`src/rtl/rtc_pkg.sv`:
```
// package: register map, bit layout, reset values and states
package rtc_pkg;

    // ************************************************
    // register indices (byte address = 4 * index) and word step
    // ************************************************
    localparam logic [15:0] IDX_CMD   = 16'h0064;
    localparam logic [15:0] IDX_STAT  = 16'h006E;
    localparam logic [15:0] IDX_MODE  = 16'h251C;
    localparam logic [15:0] IDX_LEN   = 16'h2710;
    localparam logic [15:0] IDX_LOOPS = 16'h2724;
    localparam logic [15:0] IDX_SETUP = 16'h0080;
    localparam logic [15:0] IDX_XLEN  = 16'h0081;
    localparam logic [15:0] IDX_CHUNK = 16'h0082;
    localparam logic [15:0] IDX_TMO   = 16'h0083;
    localparam logic [15:0] WORD_STEP = 16'h0004;

    // ************************************************
    // command word bits
    // ************************************************
    localparam int CMD_CARD_START = 2;
    localparam int CMD_CARD_STOP  = 6;
    localparam int CMD_BEGIN      = 16;
    localparam int CMD_WAIT       = 17;
    localparam int CMD_ABORT      = 18;

    // ************************************************
    // status word bits
    // ************************************************
    localparam int ST_BUSY   = 0;
    localparam int ST_REPLAY = 1;
    localparam int ST_VALID  = 2;
    localparam int ST_TMO    = 3;
    localparam int ST_CHUNK  = 8;
    localparam int ST_DONE   = 9;
    localparam int ST_FLOW   = 10;
    localparam int ST_FAULT  = 11;

    // setup register fields
    localparam int SU_DIR  = 0;
    localparam int SU_FIFO = 1;
    localparam int SU_CHL  = 4;

    // ************************************************
    // modes and reset values
    // ************************************************
    localparam logic [31:0] MODE_ONE   = 32'h0000_0100;
    localparam logic [31:0] MODE_PER   = 32'h0000_8000;
    localparam logic [31:0] MODE_RST   = MODE_ONE;
    localparam logic [63:0] LEN_RST    = 64'h0000_0000_0000_0400;
    localparam logic [63:0] LOOPS_RST  = 64'h0000_0000_0000_0001;
    localparam logic [31:0] BYTES_BEAT = 32'h0000_0004;

    typedef enum logic [3:0] {
        REP_IDLE = 4'h1,
        REP_ARM  = 4'h2,
        REP_PLAY = 4'h4,
        REP_GAP  = 4'h8
    } rtc_rep_e;

    typedef enum logic [2:0] {
        XF_IDLE = 3'h1,
        XF_HOLD = 3'h2,
        XF_MOVE = 3'h4
    } rtc_xfer_e;

endpackage

```
`src/rtl/rtc_replay_seq.sv`:
```
// replay sequencer: plays on-board memory after triggers
`timescale 1ns/1ps
module rtc_replay_seq #(
    parameter int SAMPLE_DIV = 4
) (
    input  wire logic        core_clk_in,
    input  wire logic        rstn_in,
    input  wire logic        start_in,
    input  wire logic        stop_in,
    input  wire logic        trig_in,
    input  wire logic        per_trig_in,
    input  wire logic [63:0] len_in,
    input  wire logic [63:0] loops_in,
    output logic      [63:0] sample_addr_out,
    output logic             sample_stb_out,
    output logic             stop_level_out,
    output logic             running_out
);

    typedef struct packed {
        rtc_pkg::rtc_rep_e st;
        logic [15:0]       div;
        logic [63:0]       addr;
        logic [63:0]       plays;
        logic              stb;
        logic              stoplvl;
        logic              run;
    } rtc_seq_s;

    rtc_seq_s q_r;
    rtc_seq_s q_nxt;

    localparam logic [15:0] DIV_LAST = 16'(SAMPLE_DIV - 1);

    // next state: samples leave at a fixed divider, never host-paced
    always_comb begin
        q_nxt = q_r;
        q_nxt.stb = 1'b0;
        unique case (q_r.st)
            rtc_pkg::REP_IDLE: begin
                q_nxt.stoplvl = 1'b1;
                if (start_in && len_in != 64'h0) begin
                    q_nxt.st = rtc_pkg::REP_ARM;
                    q_nxt.plays = 64'h0;
                end
            end
            rtc_pkg::REP_ARM, rtc_pkg::REP_GAP: begin
                q_nxt.stoplvl = 1'b1;
                if (trig_in) begin
                    q_nxt.st = rtc_pkg::REP_PLAY;
                    q_nxt.addr = 64'h0;
                    q_nxt.div = 16'h0;
                end
            end
            rtc_pkg::REP_PLAY: begin
                q_nxt.stoplvl = 1'b0;
                q_nxt.div = q_r.div + 16'h1;
                if (q_r.div == DIV_LAST) begin
                    q_nxt.div = 16'h0;
                    q_nxt.stb = 1'b1;
                    q_nxt.addr = q_r.addr + 64'h1;
                    if (q_r.addr == len_in - 64'h1) begin
                        q_nxt.plays = q_r.plays + 64'h1;
                        q_nxt.addr = 64'h0;
                        // zero loops means run until stopped
                        if (loops_in != 64'h0 && q_nxt.plays >= loops_in) begin
                            q_nxt.st = rtc_pkg::REP_IDLE;
                        end else if (per_trig_in) begin
                            q_nxt.st = rtc_pkg::REP_GAP;
                        end
                    end
                end
            end
            default: q_nxt.st = rtc_pkg::REP_IDLE;
        endcase
        if (stop_in) begin
            q_nxt.st = rtc_pkg::REP_IDLE;
        end
        q_nxt.run = (q_nxt.st != rtc_pkg::REP_IDLE);
        // the last sample of a play still leaves at the play level
        if (q_nxt.st != rtc_pkg::REP_PLAY && !q_nxt.stb) begin
            q_nxt.stoplvl = 1'b1;
        end
    end

    // state register
    always_ff @(posedge core_clk_in) begin
        if (!rstn_in) begin
            q_r <= '{st: rtc_pkg::REP_IDLE, stoplvl: 1'b1, default: '0};
        end else begin
            q_r <= q_nxt;
        end
    end

    assign sample_addr_out = q_r.addr;
    assign sample_stb_out = q_r.stb;
    assign stop_level_out = q_r.stoplvl;
    assign running_out = q_r.run;

endmodule

```
`src/rtl/rtc_replay_transfer_control.sv`:
```
// top: command/status registers, transfer engine and replay setup
`timescale 1ns/1ps
module rtc_replay_transfer_control #(
    parameter logic [63:0] MEM_SAMPLES = 64'h0000_0000_0100_0000,
    parameter int          SAMPLE_DIV  = 4
) (
    input  wire logic        core_clk_in,
    input  wire logic        rstn_in,
    input  wire logic        psel_in,
    input  wire logic        penable_in,
    input  wire logic        pwrite_in,
    input  wire logic [15:0] paddr_in,
    input  wire logic [31:0] pwdata_in,
    output logic      [31:0] prdata_out,
    output logic             pready_out,
    output logic             pslverr_out,
    input  wire logic        trig_pin_in,
    output logic             xfer_req_out,
    output logic             xfer_dir_out,
    output logic      [31:0] xfer_addr_out,
    input  wire logic        xfer_ack_in,
    input  wire logic        xfer_err_in,
    input  wire logic        flow_err_in,
    output logic      [63:0] sample_addr_out,
    output logic             sample_stb_out,
    output logic             stop_level_out
);

    // ************************************************
    // byte addresses
    // ************************************************
    localparam logic [15:0] A_CMD   = rtc_pkg::IDX_CMD << 2;
    localparam logic [15:0] A_STAT  = rtc_pkg::IDX_STAT << 2;
    localparam logic [15:0] A_MODE  = rtc_pkg::IDX_MODE << 2;
    localparam logic [15:0] A_LENL  = rtc_pkg::IDX_LEN << 2;
    localparam logic [15:0] A_LENH  = A_LENL + rtc_pkg::WORD_STEP;
    localparam logic [15:0] A_LOOPL = rtc_pkg::IDX_LOOPS << 2;
    localparam logic [15:0] A_LOOPH = A_LOOPL + rtc_pkg::WORD_STEP;
    localparam logic [15:0] A_SETUP = rtc_pkg::IDX_SETUP << 2;
    localparam logic [15:0] A_XLEN  = rtc_pkg::IDX_XLEN << 2;
    localparam logic [15:0] A_CHUNK = rtc_pkg::IDX_CHUNK << 2;
    localparam logic [15:0] A_TMO   = rtc_pkg::IDX_TMO << 2;

    // ************************************************
    // state
    // ************************************************
    typedef struct packed {
        logic               sy1;
        logic               sy2;
        logic               sy3;
        logic [31:0]        prdata;
        logic               pready;
        logic               pslverr;
        logic [31:0]        mode;
        logic [63:0]        len;
        logic [63:0]        loops;
        logic               dir;
        logic               fifo;
        logic [2:0]         chl;
        logic [31:0]        xlen;
        logic [31:0]        chunk;
        logic [31:0]        tmo;
        rtc_pkg::rtc_xfer_e xst;
        logic [31:0]        moved;
        logic [31:0]        mark;
        logic               req;
        logic               f_chunk;
        logic               f_done;
        logic               f_flow;
        logic               f_fault;
        logic               f_tmo;
        logic               valid;
        logic               trig_seen;
        logic               waiting;
        logic [31:0]        wcnt;
        logic               card_start;
        logic               card_stop;
    } rtc_top_s;

    rtc_top_s q_r;
    rtc_top_s q_nxt;

    logic        rep_running;
    logic        trig_edge;
    logic        acc;
    logic        first;
    logic        fin;
    logic [63:0] len_max;
    logic [63:0] len_wr;
    logic [31:0] moved_nb;
    logic [31:0] status;

    // trigger edge seen only after two sync stages
    assign trig_edge = q_r.sy2 & ~q_r.sy3;
    assign acc = psel_in & penable_in;
    assign first = acc & ~q_r.pready;
    assign fin = acc & q_r.pready;
    assign len_max = MEM_SAMPLES >> q_r.chl;
    assign moved_nb = q_r.moved + rtc_pkg::BYTES_BEAT;

    // status word image
    always_comb begin
        status = 32'h0;
        status[rtc_pkg::ST_BUSY] = (q_r.xst != rtc_pkg::XF_IDLE);
        status[rtc_pkg::ST_REPLAY] = rep_running;
        status[rtc_pkg::ST_VALID] = q_r.valid;
        status[rtc_pkg::ST_TMO] = q_r.f_tmo;
        status[rtc_pkg::ST_CHUNK] = q_r.f_chunk;
        status[rtc_pkg::ST_DONE] = q_r.f_done;
        status[rtc_pkg::ST_FLOW] = q_r.f_flow;
        status[rtc_pkg::ST_FAULT] = q_r.f_fault;
    end

    // ************************************************
    // next state
    // ************************************************
    always_comb begin
        q_nxt = q_r;
        len_wr = 64'h0;
        q_nxt.sy1 = trig_pin_in;
        q_nxt.sy2 = q_r.sy1;
        q_nxt.sy3 = q_r.sy2;
        q_nxt.pready = 1'b0;
        q_nxt.pslverr = 1'b0;
        q_nxt.card_start = 1'b0;
        q_nxt.card_stop = 1'b0;
        if (trig_edge) begin
            q_nxt.trig_seen = 1'b1;
        end

        // read data and error decided in the first access cycle
        if (first && !q_r.waiting) begin
            q_nxt.pready = 1'b1;
            q_nxt.prdata = 32'h0;
            unique case (paddr_in)
                A_CMD:   q_nxt.prdata = 32'h0;
                A_STAT:  q_nxt.prdata = status;
                A_MODE:  q_nxt.prdata = q_r.mode;
                A_LENL:  q_nxt.prdata = q_r.len[31:0];
                A_LENH:  q_nxt.prdata = q_r.len[63:32];
                A_LOOPL: q_nxt.prdata = q_r.loops[31:0];
                A_LOOPH: q_nxt.prdata = q_r.loops[63:32];
                A_SETUP: begin
                    q_nxt.prdata[rtc_pkg::SU_DIR] = q_r.dir;
                    q_nxt.prdata[rtc_pkg::SU_FIFO] = q_r.fifo;
                    q_nxt.prdata[rtc_pkg::SU_CHL +: 3] = q_r.chl;
                end
                A_XLEN:  q_nxt.prdata = q_r.xlen;
                A_CHUNK: q_nxt.prdata = q_r.chunk;
                A_TMO:   q_nxt.prdata = q_r.tmo;
                default: q_nxt.pslverr = 1'b1;
            endcase
            if (pwrite_in && paddr_in == A_STAT) begin
                q_nxt.pslverr = 1'b1;
            end
        end

        // transfer engine
        unique case (q_r.xst)
            rtc_pkg::XF_IDLE: q_nxt.req = 1'b0;
            rtc_pkg::XF_HOLD: begin
                if (q_r.trig_seen) begin
                    q_nxt.xst = rtc_pkg::XF_MOVE;
                    q_nxt.req = 1'b1;
                end
            end
            rtc_pkg::XF_MOVE: begin
                if (xfer_ack_in) begin
                    q_nxt.moved = moved_nb;
                    if (q_r.chunk != 32'h0 && moved_nb >= q_r.mark) begin
                        q_nxt.f_chunk = 1'b1;
                        q_nxt.mark = q_r.mark + q_r.chunk;
                    end
                    if (moved_nb >= q_r.xlen) begin
                        q_nxt.xst = rtc_pkg::XF_IDLE;
                        q_nxt.req = 1'b0;
                        q_nxt.valid = 1'b1;
                        if (q_r.chunk == 32'h0) begin
                            q_nxt.f_done = 1'b1;
                        end
                    end
                end
            end
            default: q_nxt.xst = rtc_pkg::XF_IDLE;
        endcase
        if (q_r.xst != rtc_pkg::XF_IDLE) begin
            if (xfer_err_in) begin
                q_nxt.f_fault = 1'b1;
                q_nxt.xst = rtc_pkg::XF_IDLE;
                q_nxt.req = 1'b0;
                q_nxt.valid = 1'b0;
            end
            if (flow_err_in && q_r.fifo) begin
                q_nxt.f_flow = 1'b1;
            end
        end

        // a status read releases the chunk flag; a new chunk wins
        if (fin && !pwrite_in && paddr_in == A_STAT) begin
            q_nxt.f_chunk = 1'b0;
            if (q_r.xst == rtc_pkg::XF_MOVE && xfer_ack_in && q_r.chunk != 32'h0
                && moved_nb >= q_r.mark) begin
                q_nxt.f_chunk = 1'b1;
            end
        end

        // command word acts in the first access cycle; other bits unused
        if (first && !q_r.waiting && pwrite_in && paddr_in == A_CMD) begin
            if (pwdata_in[rtc_pkg::CMD_CARD_START]) begin
                q_nxt.card_start = 1'b1;
                q_nxt.trig_seen = 1'b0;
            end
            if (pwdata_in[rtc_pkg::CMD_CARD_STOP]) begin
                q_nxt.card_stop = 1'b1;
            end
            if (pwdata_in[rtc_pkg::CMD_BEGIN] && !pwdata_in[rtc_pkg::CMD_ABORT]) begin
                q_nxt.f_chunk = 1'b0;
                q_nxt.f_done = 1'b0;
                q_nxt.f_flow = 1'b0;
                q_nxt.f_fault = 1'b0;
                q_nxt.f_tmo = 1'b0;
                q_nxt.valid = 1'b0;
                q_nxt.moved = 32'h0;
                q_nxt.mark = q_r.chunk;
                if (q_r.xlen == 32'h0) begin
                    // nothing to move: finish at once
                    q_nxt.xst = rtc_pkg::XF_IDLE;
                    q_nxt.valid = 1'b1;
                    q_nxt.f_done = (q_r.chunk == 32'h0);
                end else if (q_r.dir && !q_nxt.trig_seen) begin
                    q_nxt.xst = rtc_pkg::XF_HOLD;
                    q_nxt.req = 1'b0;
                end else begin
                    q_nxt.xst = rtc_pkg::XF_MOVE;
                    q_nxt.req = 1'b1;
                end
            end
            // abort beats a begin in the same write
            if (pwdata_in[rtc_pkg::CMD_ABORT]) begin
                q_nxt.xst = rtc_pkg::XF_IDLE;
                q_nxt.req = 1'b0;
                q_nxt.valid = 1'b0;
            end
            if (pwdata_in[rtc_pkg::CMD_WAIT]) begin
                q_nxt.waiting = 1'b1;
                q_nxt.wcnt = 32'h0;
                q_nxt.pready = 1'b0;
            end
        end

        // wait: hold pready low until end, chunk or timeout
        if (q_r.waiting) begin
            q_nxt.wcnt = q_r.wcnt + 32'h1;
            if (q_r.xst == rtc_pkg::XF_IDLE || q_r.f_chunk) begin
                q_nxt.waiting = 1'b0;
                q_nxt.pready = 1'b1;
            end else if (q_r.tmo != 32'h0 && q_nxt.wcnt >= q_r.tmo) begin
                q_nxt.waiting = 1'b0;
                q_nxt.pready = 1'b1;
                q_nxt.f_tmo = 1'b1;
            end
        end

        // plain register writes land on the completing edge
        if (fin && pwrite_in) begin
            unique case (paddr_in)
                A_MODE: begin
                    // unknown modes are dropped so a read shows the live mode
                    if (pwdata_in == rtc_pkg::MODE_ONE || pwdata_in == rtc_pkg::MODE_PER) begin
                        q_nxt.mode = pwdata_in;
                    end
                end
                A_LENL, A_LENH: begin
                    len_wr = (paddr_in == A_LENL) ? {q_r.len[63:32], pwdata_in}
                                                 : {pwdata_in, q_r.len[31:0]};
                    q_nxt.len = (len_wr > len_max) ? len_max : len_wr;
                end
                A_LOOPL: q_nxt.loops[31:0] = pwdata_in;
                A_LOOPH: q_nxt.loops[63:32] = pwdata_in;
                A_SETUP: begin
                    q_nxt.dir = pwdata_in[rtc_pkg::SU_DIR];
                    q_nxt.fifo = pwdata_in[rtc_pkg::SU_FIFO];
                    q_nxt.chl = pwdata_in[rtc_pkg::SU_CHL +: 3];
                    // fewer samples fit when more channels share memory
                    if (q_r.len > (MEM_SAMPLES >> pwdata_in[rtc_pkg::SU_CHL +: 3])) begin
                        q_nxt.len = MEM_SAMPLES >> pwdata_in[rtc_pkg::SU_CHL +: 3];
                    end
                end
                A_XLEN:  q_nxt.xlen = pwdata_in;
                A_CHUNK: q_nxt.chunk = pwdata_in;
                A_TMO:   q_nxt.tmo = pwdata_in;
                default: q_nxt.xlen = q_r.xlen;
            endcase
        end
    end

    // ************************************************
    // state register
    // ************************************************
    always_ff @(posedge core_clk_in) begin
        if (!rstn_in) begin
            q_r <= '{xst:   rtc_pkg::XF_IDLE,
                     mode:  rtc_pkg::MODE_RST,
                     len:   rtc_pkg::LEN_RST,
                     loops: rtc_pkg::LOOPS_RST,
                     default: '0};
        end else begin
            q_r <= q_nxt;
        end
    end

    // ************************************************
    // replay sequencer
    // ************************************************
    rtc_replay_seq #(
        .SAMPLE_DIV(SAMPLE_DIV)
    ) u_seq (
        .core_clk_in    (core_clk_in),
        .rstn_in        (rstn_in),
        .start_in       (q_r.card_start),
        .stop_in        (q_r.card_stop),
        .trig_in        (trig_edge),
        .per_trig_in    (q_r.mode == rtc_pkg::MODE_PER),
        .len_in         (q_r.len),
        .loops_in       (q_r.loops),
        .sample_addr_out(sample_addr_out),
        .sample_stb_out (sample_stb_out),
        .stop_level_out (stop_level_out),
        .running_out    (rep_running)
    );

    // outputs straight from the state register
    assign prdata_out = q_r.prdata;
    assign pready_out = q_r.pready;
    assign pslverr_out = q_r.pslverr;
    assign xfer_req_out = q_r.req;
    assign xfer_dir_out = q_r.dir;
    assign xfer_addr_out = q_r.moved;

endmodule

```
`config.mk`:
```
export PLATFORM = sky130hd
export DESIGN_NAME = rtc_replay_transfer_control
export DESIGN_NICKNAME = d
export VERILOG_FILES = /design/src/rtl/rtc_pkg.sv /design/src/rtl/rtc_replay_seq.sv /design/src/rtl/rtc_replay_transfer_control.sv
export SDC_FILE = /design/constraint.sdc
export NUM_CORES = 2
export LEC_CHECK = 0
export BUFFER_PORTS_ARGS = -buffer_cell sky130_fd_sc_hd__buf_2
export CELL_PAD_IN_SITES_DETAIL_PLACEMENT = 0
export CELL_PAD_IN_SITES_GLOBAL_PLACEMENT = 1
export CORE_UTILIZATION = 48
export CTS_BUF_LIST = sky130_fd_sc_hd__clkbuf_4
export CTS_CLUSTER_DIAMETER = 60
export CTS_CLUSTER_SIZE = 10
export DETAILED_ROUTE_END_ITERATION = 16
export PLACE_DENSITY = 0.88
export SLEW_MARGIN = 30
export SYNTH_ARGS = -nofsm -noshare
export SYNTH_HDL_FRONTEND = slang
export SYNTH_HIERARCHICAL = 1
export SYNTH_SLANG_ARGS = --single-unit
```
`constraint.sdc`:
```
create_clock -name core_clk_in -period 6 [get_ports core_clk_in]
set_clock_uncertainty 0.2 [all_clocks]
set_input_delay 0 -clock core_clk_in [delete_from_list [all_inputs] [get_ports core_clk_in]]
set_output_delay 0 -clock core_clk_in [all_outputs]
set_load 0.005 [all_outputs]
```
==> impl_metrics.csv <==
group,metric,value,unit
setup_path,cp-end-kind,"register",
setup_path,worstPathMaxFanout,27,
clock_network,cts_tree,"yes",
drt,ant_nets,0,
drt,first_pass_iters,9,
placed_design,gp_congestion,1.01,
floorplan,die-area,74300,um^2
min_path,whs_endpoint,"q_r[209]",
clock_network,cts_hold_buf,142,
placed_design,pre_cts_slack,0.913,ns
status,status,"finished clean",
setup_path,r2r_cells,20,
sta,slew_violations,0,
synth,yosysWarnings,6,
power_and_ir_drop,power_density,167,nW/um^2
clock_network,cts-resized-gates,0,
sta,finalHoldViolations,0,
sta,setup_ws,0.733,ns
sta,relSlewSlack,22.5,%
floorplan,initial_utilization,48.8,%
setup_path,cp-start-kind,"register",
cells_and_area,nets,4928,
grt,antenna_found_initial,13,
clock_network,cts_max_level,3,
synth,yosysTopAreaCellShare,31.7,%
grt,grt_overflow,0,
synth,ys.flop_type,"dfxtp_1",
min_path,hold_path.class,"in2reg",
setup_path,critPathArrivalTime,5.82,ns
sta,rsz0062_at_grt,"no",
floorplan,num_io_pins,191,
setup_path,ff2ff_setup_slack,0.73,ns
drt,drt_iter0_drc,5095,
synth,ys_async_sr_fraction,0,%
clock_network,worstSkewPairLatency,0.94,ns
cells_and_area,syn_to_final_growth,8.83,%
min_path,whs_path_depth,6,
sta,clock.fmax,0.190,GHz
synth,syn_inst,4554,
clock_network,postCtsSetupBuffers,0,
floorplan,core_area,72000,um^2
sta,worst-slew-pin-transition,1.16,ns
synth,seq_area_frac_synth,31.7,%
placed_design,io_buffers,188,
grt,grt_pass1_vias,32000,
sta,period_share,87.8,%
grt,grt_max_degree,177,
setup_path,worstSetupPathType,"reg2reg",
grt,grt_pass1_wl,199,mm
clock_network,cts.sink_count,557,
clock_network,clk_path_buf_depth,3,
setup_path,cp.required,6.55,ns
placed_design,place.detailed.hpwl,94.2,mm
floorplan,num_rows,98,
synth,ys_types,90,
drt,wirelength,135,mm
drt,post_drt_via_cell_ratio,6.30,
min_path,worstHoldStart,"penable_in",
sta,finalCriticalPeriod,5.27,ns
cells_and_area,multi_input_area,21300,um^2
cells_and_area,layout_commonest_cell,"nand2_1",
flow_run,max_cap_violations,0,
sta,tns,0,ns
sta,setup_viol,0,
grt,grt_use_total,35.0,%
synth,ys_seq_elements,557,
cells_and_area,fillers,6880,
clock_network,numCtsBuffers,72,
synth,yosys.area.top_type,"dfxtp_1",
synth,syn-cell-area,35200,um^2
power_and_ir_drop,p_leak,15.3,nW
drt,vias,35600,
cells_and_area,regArea,11200,um^2
drt,drc,0,
clock_network,cts-root-buf,"clkbuf_4",
cells_and_area,final_cell_mix,"nand2_1, dfxtp_1, a21oi_1",
drt,wl_per_cell,23.8,um
synth,yosys-top-cells-area,"dfxtp_1, ha_1, nand2_1",
clock_network,clkTransAtPathRegs,0.12,ns
floorplan,die_w,273,um
setup_path,reg2reg_from,"xfer_addr_out[13]",
synth,syn_area_per_cell,7.72,um^2
cells_and_area,drive_gt1_share,9.70,%
synth,synth_edf_count,0,
setup_path,timing.rr.end,"q_r[67]",
power_and_ir_drop,ir_drop,0.138,mV
power_and_ir_drop,fin_total_pwr,6.38,mW
floorplan,die_h,273,um
flip-flops by register name (all words and copies together) (netlist names):
register	flops
prdata_out	32
pready_out	1
pslverr_out	1
q_nxt	2
q_r	338
u_seq/q_r	84
u_seq/running_out	1
u_seq/sample_addr_out	64
u_seq/sample_stb_out	1
u_seq/stop_level_out	1
xfer_addr_out	30
xfer_dir_out	1
xfer_req_out	1
worst max-delay path, cell delays in order (launching register included):
cell      delay, ns
dfxtp_1        0.48
nand3_1        0.14
nor4_1         0.51
nand4_1        0.25
nor2_1         0.26
nand3_1        0.18
nor2_1         0.29
nand3_1        0.18
xnor2_1        0.26
ha_1           0.29
a21o_1         0.16
a21o_1         0.17
a221oi_1       0.29
o21ai_0        0.17
nand2b_1       0.10
o31a_2         0.54
buf_4          0.30
nand3_1        0.09
nand2_1        0.10
nand2_1        0.05
o41ai_1        0.10
logic make-up (layout without fill, tap and decap cells):
family / Yosys count / count (layout) / synth area share (%)
other cells: 1 / 8 / 0.0107
buf+inv: 613 / 750 / 8.05
compound gates: 1069 / 1069 / 19.1
mux: 64 / 64 / 1.85
fa+ha+maj: 211 / 211 / 7.53
simple gates: 1777 / 1777 / 25.2
flops: 557 / 557 / 31.7
xor+xnor: 262 / 262 / 6.53
synth_stat cells, drive strengths merged (17+ instances only):
| master | number |
|---|---|
| nand2 | 596 |
| nor2b | 27 |
| a222oi | 36 |
| nor3b | 17 |
| a21oi | 380 |
| nor4 | 135 |
| nand4 | 97 |
| xnor2 | 160 |
| o21ai | 274 |
| a221oi | 30 |
| a31oi | 39 |
| a21o | 60 |
| nand3 | 168 |
| ha | 210 |
| and2 | 27 |
| a22o | 54 |
| xor2 | 102 |
| a22oi | 17 |
| o211ai | 23 |
| nor2 | 302 |
| dfxtp | 557 |
| a211oi | 36 |
| or2 | 41 |
| nand3b | 19 |
| nor3 | 97 |
| buf | 150 |
| nand2b | 21 |
| and3 | 128 |
| or4 | 17 |
| mux2i | 55 |
| or3 | 43 |
| inv | 255 |
| clkbuf | 207 |
per-layer routing:
metal | track usage (%) | up-vias | share of wire [%]
li1 | - | 16400 | -
met1 | 45.5 | 16600 | 40
met2 | 52.1 | 2120 | 42
met3 | 10.2 | 451 | 12
met4 | 18.1 | 14 | 5.9
met5 | 0.385 | - | 0.068
worst max path at each step:
stage,endpoint,cells past startpoint,from,slack (ns)
finish,q_r[67],20,xfer_addr_out[13],0.73
global route,q_r[67],20,xfer_addr_out[13],0.30
CTS,q_r[67],20,xfer_addr_out[13],0.88
detailed placement,q_r[44],19,xfer_addr_out[12],0.91
global placement,u_seq/sample_addr_out[57],11,q_r[311],0.90
floorplan,q_r[74],21,xfer_addr_out[15],1.55
area by class of cell:
cell class	instances	area share (%)
Multi-Input combinational cell	3385	55.6
Sequential cell	557	29.1
Timing Repair Buffer	388	7.37
Tap cell	950	3.11
Inverter	256	2.52
Clock buffer	83	1.63
Clock inverter	23	0.559
Antenna cell	6	0.0392
metrics by stage:
stage | hold slack, ns | utilization, % | area (um^2) | std cells
2_1_floorplan | -0.0775 | - | 35200 | 4555
3_3_place_gp | 0.0303 | 49.9 | 35900 | 5392
3_5_place_dp | 0.0375 | 50.0 | 36000 | 5392
4_1_cts | 0.0274 | 53.1 | 38200 | 5640
5_1_grt | 0.143 | 53.1 | 38200 | 5644
6_report | 0.124 | 53.2 | 38300 | 5648
power by group:
group          switching (mW)  leakage, nW  internal (mW)
Combinational           0.263         10.3          0.114
Sequential             0.0257         4.49           3.71
Clock                    1.47        0.471          0.797
Total                    1.75         15.3           4.62
Note: power is estimated with default switching activity, not from simulation.
